<file path="config.mk">
export PLATFORM = sky130hd
export DESIGN_NAME = cowm_top
export DESIGN_NICKNAME = d
export VERILOG_FILES = /design/src/logic/cowm_pkg.sv /design/src/logic/cowm_top.sv
export VERILOG_INCLUDE_DIRS = /design/src /design/src/logic
export SDC_FILE = /design/constraint.sdc
export NUM_CORES = 1
export LEC_CHECK = 0
export ABC_CLOCK_PERIOD_IN_PS = 4300
export BUFFER_PORTS_ARGS = -buffer_cell sky130_fd_sc_hd__clkbuf_2
export CAP_MARGIN = 20
export CORE_ASPECT_RATIO = 1.5
export CORE_MARGIN = 1.5
export CORE_UTILIZATION = 40
export CTS_CLUSTER_DIAMETER = 200
export DETAILED_ROUTE_END_ITERATION = 10
export PLACE_DENSITY = 0.6
export SETUP_SLACK_MARGIN = 0.15
export SYNTH_ARGS = -nofsm -noshare
export SYNTH_HDL_FRONTEND = slang
export SYNTH_SLANG_ARGS = --single-unit
</file>
<file path="constraint.sdc">
create_clock -name clk -period 4.3 [get_ports clk]
set_clock_uncertainty 0.1 [all_clocks]
set_input_delay 0.86 -clock clk [delete_from_list [all_inputs] [get_ports clk]]
set_output_delay 0.86 -clock clk [all_outputs]
set_load 0.01 [all_outputs]
</file>
<file path="src/logic/cowm_consts.svh">
`ifndef COWM_CONSTS_SVH
`define COWM_CONSTS_SVH

// Register indices on the plain register port
`define COWM_ADDR_W          3
`define COWM_REG_CTRL_A      3'h0
`define COWM_REG_CTRL_B      3'h1
`define COWM_REG_STATUS      3'h2
`define COWM_REG_MASK        3'h3
`define COWM_REG_COUNT       3'h4

// Control register A fields
`define COWM_A_ACT_HI        7
`define COWM_A_ACT_LO        6
`define COWM_B_ACT_HI        5
`define COWM_B_ACT_LO        4
`define COWM_MODE_LO_HI      1
`define COWM_MODE_LO_LO      0
`define COWM_CTRL_A_WMASK    8'hF3
`define COWM_CTRL_A_RESET    8'h00

// Control register B field
`define COWM_MODE_HIGH_BIT   3
`define COWM_CTRL_B_RESET    1'b0

// Status and mask bits
`define COWM_ST_OVF          0
`define COWM_ST_MATCH_A      1
`define COWM_ST_MATCH_B      2
`define COWM_ST_RESET        3'h0

// Counter limits
`define COWM_MAX             8'hFF
`define COWM_BOTTOM          8'h00

// Action codes
`define COWM_ACT_OFF         2'h0
`define COWM_ACT_TOGGLE      2'h1
`define COWM_ACT_CLEAR       2'h2
`define COWM_ACT_SET         2'h3

`endif

</file>
<file path="src/logic/cowm_pkg.sv">
package cowm_pkg;

  typedef enum logic [2:0] {
    COWM_NORMAL,
    COWM_PHASE,
    COWM_CLEAR_MATCH,
    COWM_FAST,
    COWM_RESV
  } cowm_kind_t;

endpackage

</file>
<file path="src/logic/cowm_top.sv">
`timescale 1ns/1ps
`default_nettype none
`include "cowm_consts.svh"

module cowm_channel #(
  parameter bit CHAN_A = 1'b0
) (
  input  wire logic              clk,
  input  wire logic              rst_n,
  input  wire logic              ce,
  input  wire logic              tick,
  input  wire logic [1:0]        action,
  input  wire cowm_pkg::cowm_kind_t kind,
  input  wire logic              mode_high,
  input  wire logic              match,
  input  wire logic              at_top,
  input  wire logic              count_up,
  input  wire logic              cmp_is_top,
  output logic                   wave,
  output logic                   drive_en
);

  logic pwm;
  logic toggle_ok;
  logic top_case;
  logic next_wave;

  assign pwm = (kind == cowm_pkg::COWM_FAST) ||
               (kind == cowm_pkg::COWM_PHASE);
  // Code 01 only toggles in PWM for channel A with the mode high bit set
  assign toggle_ok = !pwm || (CHAN_A && mode_high);
  // Match at TOP is ignored; level is forced at TOP instead
  assign top_case = pwm && action[1] && cmp_is_top;

  always_comb begin
    next_wave = wave;
    if (kind == cowm_pkg::COWM_RESV) begin
      next_wave = wave;
    end else if (action == `COWM_ACT_TOGGLE) begin
      if (toggle_ok && match) begin
        next_wave = !wave;
      end
    end else if (action[1] && !pwm) begin
      if (match) begin
        next_wave = action[0];
      end
    end else if (action[1] && top_case) begin
      if (tick && at_top) begin
        next_wave = !action[0];
      end
    end else if (action[1] && kind == cowm_pkg::COWM_FAST) begin
      if (match) begin
        next_wave = action[0];
      end else if (tick && at_top) begin
        next_wave = !action[0];
      end
    end else if (action[1]) begin
      if (match) begin
        next_wave = count_up ? action[0] : !action[0];
      end
    end
  end

  always_ff @(posedge clk or negedge rst_n) begin
    if (!rst_n) begin
      wave <= 1'b0;
    end else if (ce) begin
      wave <= next_wave;
    end
  end

  // Pin override only; the port direction bit stays with software
  always_ff @(posedge clk or negedge rst_n) begin
    if (!rst_n) begin
      drive_en <= 1'b0;
    end else if (ce) begin
      drive_en <= (action != `COWM_ACT_OFF) &&
                  (kind != cowm_pkg::COWM_RESV) &&
                  (action != `COWM_ACT_TOGGLE || toggle_ok);
    end
  end

endmodule

// Summary of operation
// - Nonzero channel A action field makes wave output A own its pin, except in modes 4 and 6 and for PWM code 01 with mode high bit 0.
// - Non-PWM channel A: 00 off, 01 toggle, 10 clear, 11 set on match.
// - PWM channel A code 01: off if mode high bit 0, else toggle.
// - Fast PWM A: 10 clears on match, sets at BOTTOM; 11 the inverse.
// - Phase correct A: 10 clears on up match, sets on down match; 11 opposite.
// - PWM with compare equal TOP and action high bit: act at TOP instead.
// - Nonzero channel B action field makes wave output B own its pin, except in modes 4 and 6 and for PWM code 01.
// - Non-PWM channel B: 00 off, 01 toggle, 10 clear, 11 set on match.
// - Fast PWM B: 01 reserved, 10 clear/BOTTOM set, 11 inverse.
// - Phase correct B: 01 reserved, 10 clear up/set down, 11 reverse.
// - Control register A bits 3 and 2 always read zero.
// - Mode is control A bits 1:0 plus a high bit held elsewhere.
// - Modes 0-3: normal, phase correct, clear-on-match, fast PWM as tabled.
// - Modes 4,6 reserved; 5 phase correct and 7 fast, TOP from compare A.
// - Mode high bit lives at bit 3 of control register B.
// - Overflow flag set on overflow; in phase correct at turn at zero.
module cowm_top (
  input  wire logic                      clk,
  input  wire logic                      rst_n,
  input  wire logic                      ce,
  input  wire logic                      count_tick,
  input  wire logic [7:0]                compare_value_a,
  input  wire logic [7:0]                compare_value_b,
  input  wire logic [`COWM_ADDR_W-1:0]   bus_addr,
  input  wire logic [7:0]                bus_wdata,
  input  wire logic                      bus_write,
  input  wire logic                      bus_read,
  output logic [7:0]                     bus_rdata,
  output logic                           wave_out_a,
  output logic                           wave_out_a_en,
  output logic                           wave_out_b,
  output logic                           wave_out_b_en,
  output logic                           irq
);

  logic [7:0]           ctrl_a;
  logic                 wave_mode_high_bit;
  logic [2:0]           status;
  logic [2:0]           mask;
  logic [7:0]           count;
  logic                 count_up;
  logic [7:0]           cmp_a;
  logic [7:0]           cmp_b;
  logic [2:0]           wave_mode_select;
  logic [7:0]           top;
  logic                 at_top;
  logic                 at_bottom;
  logic                 tick;
  logic                 match_a;
  logic                 match_b;
  logic                 overflow_flag;
  logic                 load_cmp;
  logic [2:0]           events;
  logic [7:0]           next_count;
  logic                 next_up;
  cowm_pkg::cowm_kind_t kind;

  assign wave_mode_select = {wave_mode_high_bit,
                             ctrl_a[`COWM_MODE_LO_HI:`COWM_MODE_LO_LO]};

  always_comb begin
    unique case (wave_mode_select)
      3'h0:    kind = cowm_pkg::COWM_NORMAL;
      3'h1:    kind = cowm_pkg::COWM_PHASE;
      3'h2:    kind = cowm_pkg::COWM_CLEAR_MATCH;
      3'h3:    kind = cowm_pkg::COWM_FAST;
      3'h5:    kind = cowm_pkg::COWM_PHASE;
      3'h7:    kind = cowm_pkg::COWM_FAST;
      3'h4:    kind = cowm_pkg::COWM_RESV;
      3'h6:    kind = cowm_pkg::COWM_RESV;
    endcase
  end

  // TOP from compare A in modes 2, 5 and 7, else fixed at MAX
  assign top = (wave_mode_select == 3'h2 || wave_mode_select == 3'h5 ||
                wave_mode_select == 3'h7) ? cmp_a : `COWM_MAX;
  assign at_top    = (count == top);
  assign at_bottom = (count == `COWM_BOTTOM);
  assign tick      = count_tick;

  // Counter sequence
  always_comb begin
    next_count = count;
    next_up    = count_up;
    if (kind == cowm_pkg::COWM_PHASE) begin
      if (count_up && at_top) begin
        next_up    = 1'b0;
        next_count = count - 8'h01;
      end else if (!count_up && at_bottom) begin
        next_up    = 1'b1;
        next_count = count + 8'h01;
      end else begin
        next_count = count_up ? count + 8'h01 : count - 8'h01;
      end
    end else begin
      next_up    = 1'b1;
      next_count = at_top ? `COWM_BOTTOM : count + 8'h01;
    end
  end

  always_ff @(posedge clk or negedge rst_n) begin
    if (!rst_n) begin
      count    <= `COWM_BOTTOM;
      count_up <= 1'b1;
    end else if (ce && tick) begin
      count    <= next_count;
      count_up <= next_up;
    end
  end

  // Compare buffering: immediate, at TOP or at BOTTOM by mode
  always_comb begin
    unique case (kind)
      cowm_pkg::COWM_PHASE: load_cmp = tick && count_up && at_top;
      cowm_pkg::COWM_FAST:  load_cmp = tick && at_top;
      default:              load_cmp = 1'b1;
    endcase
  end

  always_ff @(posedge clk or negedge rst_n) begin
    if (!rst_n) begin
      cmp_a <= `COWM_BOTTOM;
      cmp_b <= `COWM_BOTTOM;
    end else if (ce && load_cmp) begin
      cmp_a <= compare_value_a;
      cmp_b <= compare_value_b;
    end
  end

  assign match_a = tick && (count == cmp_a);
  assign match_b = tick && (count == cmp_b);

  // Overflow event placement per mode
  always_comb begin
    if (kind == cowm_pkg::COWM_PHASE) begin
      overflow_flag = tick && !count_up && at_bottom;
    end else if (wave_mode_select == 3'h7) begin
      overflow_flag = tick && at_top;
    end else begin
      overflow_flag = tick && (count == `COWM_MAX);
    end
  end

  assign events = {match_b, match_a, overflow_flag};

  cowm_channel #(
    .CHAN_A (1'b1)
  ) u_chan_a (
    .clk        (clk),
    .rst_n      (rst_n),
    .ce         (ce),
    .tick       (tick),
    .action     (ctrl_a[`COWM_A_ACT_HI:`COWM_A_ACT_LO]),
    .kind       (kind),
    .mode_high  (wave_mode_high_bit),
    .match      (match_a),
    .at_top     (at_top),
    .count_up   (count_up),
    .cmp_is_top (cmp_a == top),
    .wave       (wave_out_a),
    .drive_en   (wave_out_a_en)
  );

  cowm_channel #(
    .CHAN_A (1'b0)
  ) u_chan_b (
    .clk        (clk),
    .rst_n      (rst_n),
    .ce         (ce),
    .tick       (tick),
    .action     (ctrl_a[`COWM_B_ACT_HI:`COWM_B_ACT_LO]),
    .kind       (kind),
    .mode_high  (wave_mode_high_bit),
    .match      (match_b),
    .at_top     (at_top),
    .count_up   (count_up),
    .cmp_is_top (cmp_b == top),
    .wave       (wave_out_b),
    .drive_en   (wave_out_b_en)
  );

  // Control registers; reserved bits never store
  always_ff @(posedge clk or negedge rst_n) begin
    if (!rst_n) begin
      ctrl_a <= `COWM_CTRL_A_RESET;
    end else if (ce && bus_write && bus_addr == `COWM_REG_CTRL_A) begin
      ctrl_a <= bus_wdata & `COWM_CTRL_A_WMASK;
    end
  end

  always_ff @(posedge clk or negedge rst_n) begin
    if (!rst_n) begin
      wave_mode_high_bit <= `COWM_CTRL_B_RESET;
    end else if (ce && bus_write && bus_addr == `COWM_REG_CTRL_B) begin
      wave_mode_high_bit <= bus_wdata[`COWM_MODE_HIGH_BIT];
    end
  end

  always_ff @(posedge clk or negedge rst_n) begin
    if (!rst_n) begin
      mask <= `COWM_ST_RESET;
    end else if (ce && bus_write && bus_addr == `COWM_REG_MASK) begin
      mask <= bus_wdata[2:0];
    end
  end

  // Read clears; an event in the same cycle survives
  always_ff @(posedge clk or negedge rst_n) begin
    if (!rst_n) begin
      status <= `COWM_ST_RESET;
    end else if (ce) begin
      if (bus_read && bus_addr == `COWM_REG_STATUS) begin
        status <= events;
      end else begin
        status <= status | events;
      end
    end
  end

  assign irq = |(status & mask);

  always_ff @(posedge clk or negedge rst_n) begin
    if (!rst_n) begin
      bus_rdata <= 8'h00;
    end else if (ce) begin
      bus_rdata <= 8'h00;
      if (bus_read) begin
        unique case (bus_addr)
          `COWM_REG_CTRL_A: bus_rdata <= ctrl_a;
          `COWM_REG_CTRL_B: bus_rdata <= {4'h0, wave_mode_high_bit, 3'h0};
          `COWM_REG_STATUS: bus_rdata <= {5'h00, status};
          `COWM_REG_MASK:   bus_rdata <= {5'h00, mask};
          `COWM_REG_COUNT:  bus_rdata <= count;
          default:          bus_rdata <= 8'h00;
        endcase
      end
    end
  end

endmodule

`default_nettype wire

</file>
Word level (Yosys, flattened, before mapping). Memory sizes are Yosys's and may differ from the RTL's. Index checks and enable logic that the tools add are counted.

Register bits: 50. Memory bits (read-only): 24. Input port bits: 33. Output and inout port bits: 13. Memories: 1.

Memories: (no name shown) (words 8, width 3, rd ports 1, clocked after Yosys merged registers in 0, write ports 0, line cowm_top.sv:147) `unique case (wave_mode_select)`.

Add/sub/neg operators: 2. Eq/ne operators: 26. Multiplexer cells: 37. Bitwise operators: 3. Reductions and logical operators: 57.

Operator list (number): $mux W8 (7); $eq A8 B8 Y1 (5); $pmux W8 S5 (1); $logic_and A1 B1 Y1 (33); $mux W1 (27); $eq A3 B2 Y1 const B (4); $eq A3 B3 Y1 const B (4); $reduce_and A6 Y1 (2); $reduce_bool A5 Y1 (2); $ne A3 B1 Y1 const B (3); $add A8 B1 Y8 const B (1); $eq A8 B8 Y1 const B (1); $logic_not A8 Y1 (1); $reduce_bool A4 Y1 (2); $sub A8 B1 Y8 const B (1); $eq A3 B1 Y1 const B (2); $logic_not A1 Y1 (6); $logic_or A1 B1 Y1 (6); $eq A2 B1 Y1 const B (2); $ne A2 B1 Y1 const B (2); $ne A2 B2 Y1 const B (2); $reduce_bool A2 Y1 (2); $and A3 B3 Y3 (1); $logic_not A3 Y1 (1); 7 further kinds (7).

Logic depth before layout (Yosys ltp).
Depth in word-level cells: 12. Depth in mapped cells: 10. Mapped depth without buffers: 9.

Cells and area by module. Synthesis repeated with hierarchy kept, for this count alone.

Cells, all modules: 385. Area total of the unflattened synthesis: 3564.7 sq um.

By module, submodules not included: cowm_top (times used 1, cells an instance 327, area an instance 3100.5 sq um, sequential area each 1152.4 sq um); cowm_channel (u_chan_a) (times used 1, cells an instance 29, area an instance 247.7 sq um, sequential area each 50.0 sq um); cowm_channel (u_chan_b) (times used 1, cells an instance 29, area an instance 216.5 sq um, sequential area each 50.0 sq um).

Least setup slack after synthesis. Ideal clock, no wire load.

Kind: reg-to-reg. Start: reg ctrl_a[0]. End: reg cmp_a[6]. Arrival: 2.447 ns. Required time: 4.075 ns. Setup slack: 1.627 ns. Cell stages (with the launch flop): 11. Buffers on the path: 3. Period minus slack after synthesis: 2.673 ns. Path through: dfrtp_1 buf_6 or3b_4 buf_6 a2111oi_2 a311o_2 nand4_2 o21ai_2 nand2_2 buf_6 mux2_4.

Cells in the longest elaborated chain, start to end: 8.

Ends and longest elaborated chain: start, declared (line cowm_top.sv:121) `logic [7:0] ctrl_a;`; start signal, assigned (line cowm_top.sv:270) `` ctrl_a <= `COWM_CTRL_A_RESET; ``; start signal, assigned (line cowm_top.sv:272) `` ctrl_a <= bus_wdata & `COWM_CTRL_A_WMASK; ``; $eq A3 B2 Y1 or $eq A3 B3 Y1 (tied branches) (line cowm_top.sv:160) `assign top = (wave_mode_select == 3'h2 || wave_mode_select == 3'h5 ||`; $logic_or A1 B1 Y1 (2 in series) (line cowm_top.sv:160); $mux W8 (no line); $eq A8 B8 Y1 (line cowm_top.sv:162) `assign at_top = (count == top);`; $logic_and A1 B1 Y1, on equally long branches (line cowm_top.sv:200, cowm_top.sv:199); $pmux W1 S2 (*) (line cowm_top.sv:198) `unique case (kind)`; $logic_and A1 B1 Y1 (*) (line cowm_top.sv:209) `end else if (ce && load_cmp) begin`; end signal, assigned (line cowm_top.sv:207) `` cmp_a <= `COWM_BOTTOM; ``; end signal, assigned (line cowm_top.sv:210) `cmp_a <= compare_value_a;`; end, declared (line cowm_top.sv:127) `logic [7:0] cmp_a;`.

Every way passes the cells marked *; elsewhere a longest branch is shown, timed or not. A chain may end at the register's enable or synchronous reset.

Final worst setup path.
Start: reg ctrl_a[0]. End: reg cmp_a[5].

The elaborated chain is that of the path after synthesis.

==> results.ini <==
[clock_tree]
htreeDepth=2
cts_resized=0
cts_root_buf=clkbuf_16
clock-sinks=50
cts_made_buffers=5
cts_setup_buffers=0
clock_latency_ns=0.29
cts_tree=built
path_clk_slew_ns=0.06
cts_hold_buf=0
clockBufferDepth=2

[timing]
drv_slew=0
rsz0062_at_grt=no
final.period_utilization_pct=73.8
relSlewSlack_pct=49.7
max_freq_mhz=315
hold_violations=0
period_needed_ns=3.18
setup_viol_count_final=0
whs_ns=0.382
worst_pin_slew_ns=0.748
finalSetupTns_ns=0

[routing]
via_per_inst=5.93
drc=0
avgRoutedWirePerCell_um=18.2
ant_nets=0
drt_iter0_drc=201
vias=2995
dr.pass1.iters=4
finalWirelength_mm=9.20

[pwr]
seqPwrFrac_pct=44.5
intPower_mw=1.15
p_per_area_nw_per_um2=519
switching_power_mw=0.822
p_sw_share_pct=41.7
power.leakage_nw=1.62
vdd_drop_max_v=0.000188
combPwrFrac_pct=35.9
pwr-share-clk_pct=19.6

[min_path]
min_path_cells=1
min_path_type=reg -> reg

[grt]
grt_overflow_total=0
grt_pass1_wl_mm=14.8
grt_pass1_vias=2899
track_usage_pct=21.1
grt_max_degree=51
antenna_found_initial=0

[setup_path]
rr_startpoint=ctrl_a[0]
worstPathMaxFanout=19
crit_path_start=ctrl_a[0]
critPathKind=reg -> reg
rrSetupSlack_ns=1.12
path_depth=7
cp.required_ns=4.37
worstPathArrival_ns=3.25
crit_buf_inv=0
worstReg2RegEnd=cmp_a[5]
crit_path_end=cmp_a[5]
start_kind=flip-flop
end_kind=flip-flop
cp_slowest_stage_delay_ns=0.68
crit_chain=nand2_1 -> a2111oi_0 -> or3_1 -> nand4_2 -> o21ai_2 -> nand2_2 -> mux2_1
worst-r2r-cell-count=7
path_delay_family=simple AND/OR/NAND/NOR gates
slowest_stage=dfrtp_1

[synthesis]
netlist.area_leader.share_pct=35.9
synth.distinct_cells=69
synth.most_common_cell=dfrtp_1
synth_common_cells=dfrtp_1, nand2_1, inv_1, o21ai_0, nor2_1
syn_nets=405
synth.area.top_cells=dfrtp_1, mux2_4, mux2_2
ys_ff_latch=50
yosysTopAreaCell=dfrtp_1
avgSynthCellArea_um2=9.23
synthArstFlopShare_pct=100
synth_warnings=0
synthCells=370
ys.flop_type=dfrtp_1
yosysSeqAreaShare_pct=36.7
synth_edf_count=0
synth_area_um2=3410

[floorplan]
io_pins=46
start_util_pct=40.8
die_area_um2=9110
die_h_um=116
core_area_um2=8360
die_x_um=78.4
rows=41

[outcome]
status=complete, no violations

[finish]
drive_above_1_share_pct=22.1
syn_to_final_growth_pct=11.2
final_area_um2=3800
n_antenna_cell=0
fin_nets=433

[placement]
portBuffers=45
dp_hpwl_mm=6.73
dpl_cell_area_um2=3660
gp_congestion=0.888

[run]
maxCapViolCount=0

metal layers:
layer | global-route usage [%] | part of all wire [%] | up-vias
li1 | - | - | 1426
met2 | 39.5 | 53 | 90
met3 | 2.89 | 3.7 | 16
met5 | 0 | 0 | -
met1 | 24.4 | 41 | 1463
met4 | 7.62 | 2.4 | 0
final cells by class:
| class | instances | area (µm²) |
|---|---|---|
| clock buffer | 6 | 129 |
| tap | 107 | 134 |
| clock inverter | 1 | 7.51 |
| multi-input combinational | 272 | 1950 |
| inverter | 23 | 86.3 |
| sequential | 50 | 1250 |
| timing repair buffer | 46 | 233 |
| fill | 854 | 4570 |
flip-flops by register name, indices dropped and copies added (netlist names), 3 cells and up:
signal     flops
status         3
mask           3
count          8
cmp_a          8
cmp_b          8
ctrl_a         6
bus_rdata      8
through the flow:
step | instances | util (%) | setup slack (ns) | power (mW)
after detailed placement | 498 | 43.8 | 1.16 | 1.58
after global placement | 498 | 43.8 | 1.23 | 1.57
final | 505 | 45.4 | 1.12 | 1.97
after CTS | 505 | 45.4 | 1.13 | 1.97
after global routing | 505 | 45.4 | 0.867 | 2.10
after floorplan | 370 | - | 1.63 | 1.36
worst min-delay path by stage:
stage / start / end / slack, ns
2_1_floorplan: status[2] / status[2] / 0.39
5_1_grt: u_chan_a.drive_en / u_chan_a.drive_en / 0.40
3_5_place_dp: u_chan_a.drive_en / u_chan_a.drive_en / 0.37
4_1_cts: u_chan_a.drive_en / u_chan_a.drive_en / 0.39
3_3_place_gp: bus_rdata[1] / bus_rdata[1] / 0.37
6_report: u_chan_a.drive_en / u_chan_a.drive_en / 0.38
power by group through the flow:
stage,Clock [mW],Sequential (mW),Combinational (mW)
final,0.386,0.877,0.708
after global routing,0.414,0.897,0.787
after CTS,0.396,0.873,0.706
after detailed placement,0,0.882,0.702
after global placement,0,0.878,0.692
after floorplan,0,0.691,0.672
placed cells by master (no fill, tap or decap), types with 5 or more instances in the layout:
| master | count |
|---|---|
| dfrtp_1 | 49 |
| clkbuf_2 | 45 |
| nand2_1 | 29 |
| inv_1 | 23 |
| o21ai_0 | 22 |
| nor2_1 | 20 |
| nand3_1 | 17 |
| xnor2_1 | 15 |
| nand4_1 | 12 |
| mux2_2 | 12 |
| mux2_4 | 10 |
| a21oi_1 | 9 |
| o21ai_1 | 7 |
| xor2_1 | 7 |
| and3_1 | 6 |
| a31oi_1 | 6 |
| mux2_1 | 6 |
| a2111oi_0 | 5 |
| nor3_1 | 5 |
| clkbuf_16 | 5 |
logic make-up (layout without fill, tap and decap cells):
| kind of cell | count (synthesis) | count (layout) | share of synthesized area (%) |
|---|---|---|---|
| and+or+nand+nor | 117 | 117 | 18.4 |
| DFF | 50 | 50 | 36.7 |
| buffers and inverters | 48 | 76 | 6.05 |
| xor gates and xnor gates | 22 | 22 | 5.65 |
| adders and majority gates | 2 | 2 | 0.733 |
| AOI/OAI and AO/OA | 100 | 100 | 21.2 |
| muxes | 31 | 31 | 11.2 |
Note: power is estimated with default switching activity, not from simulation.
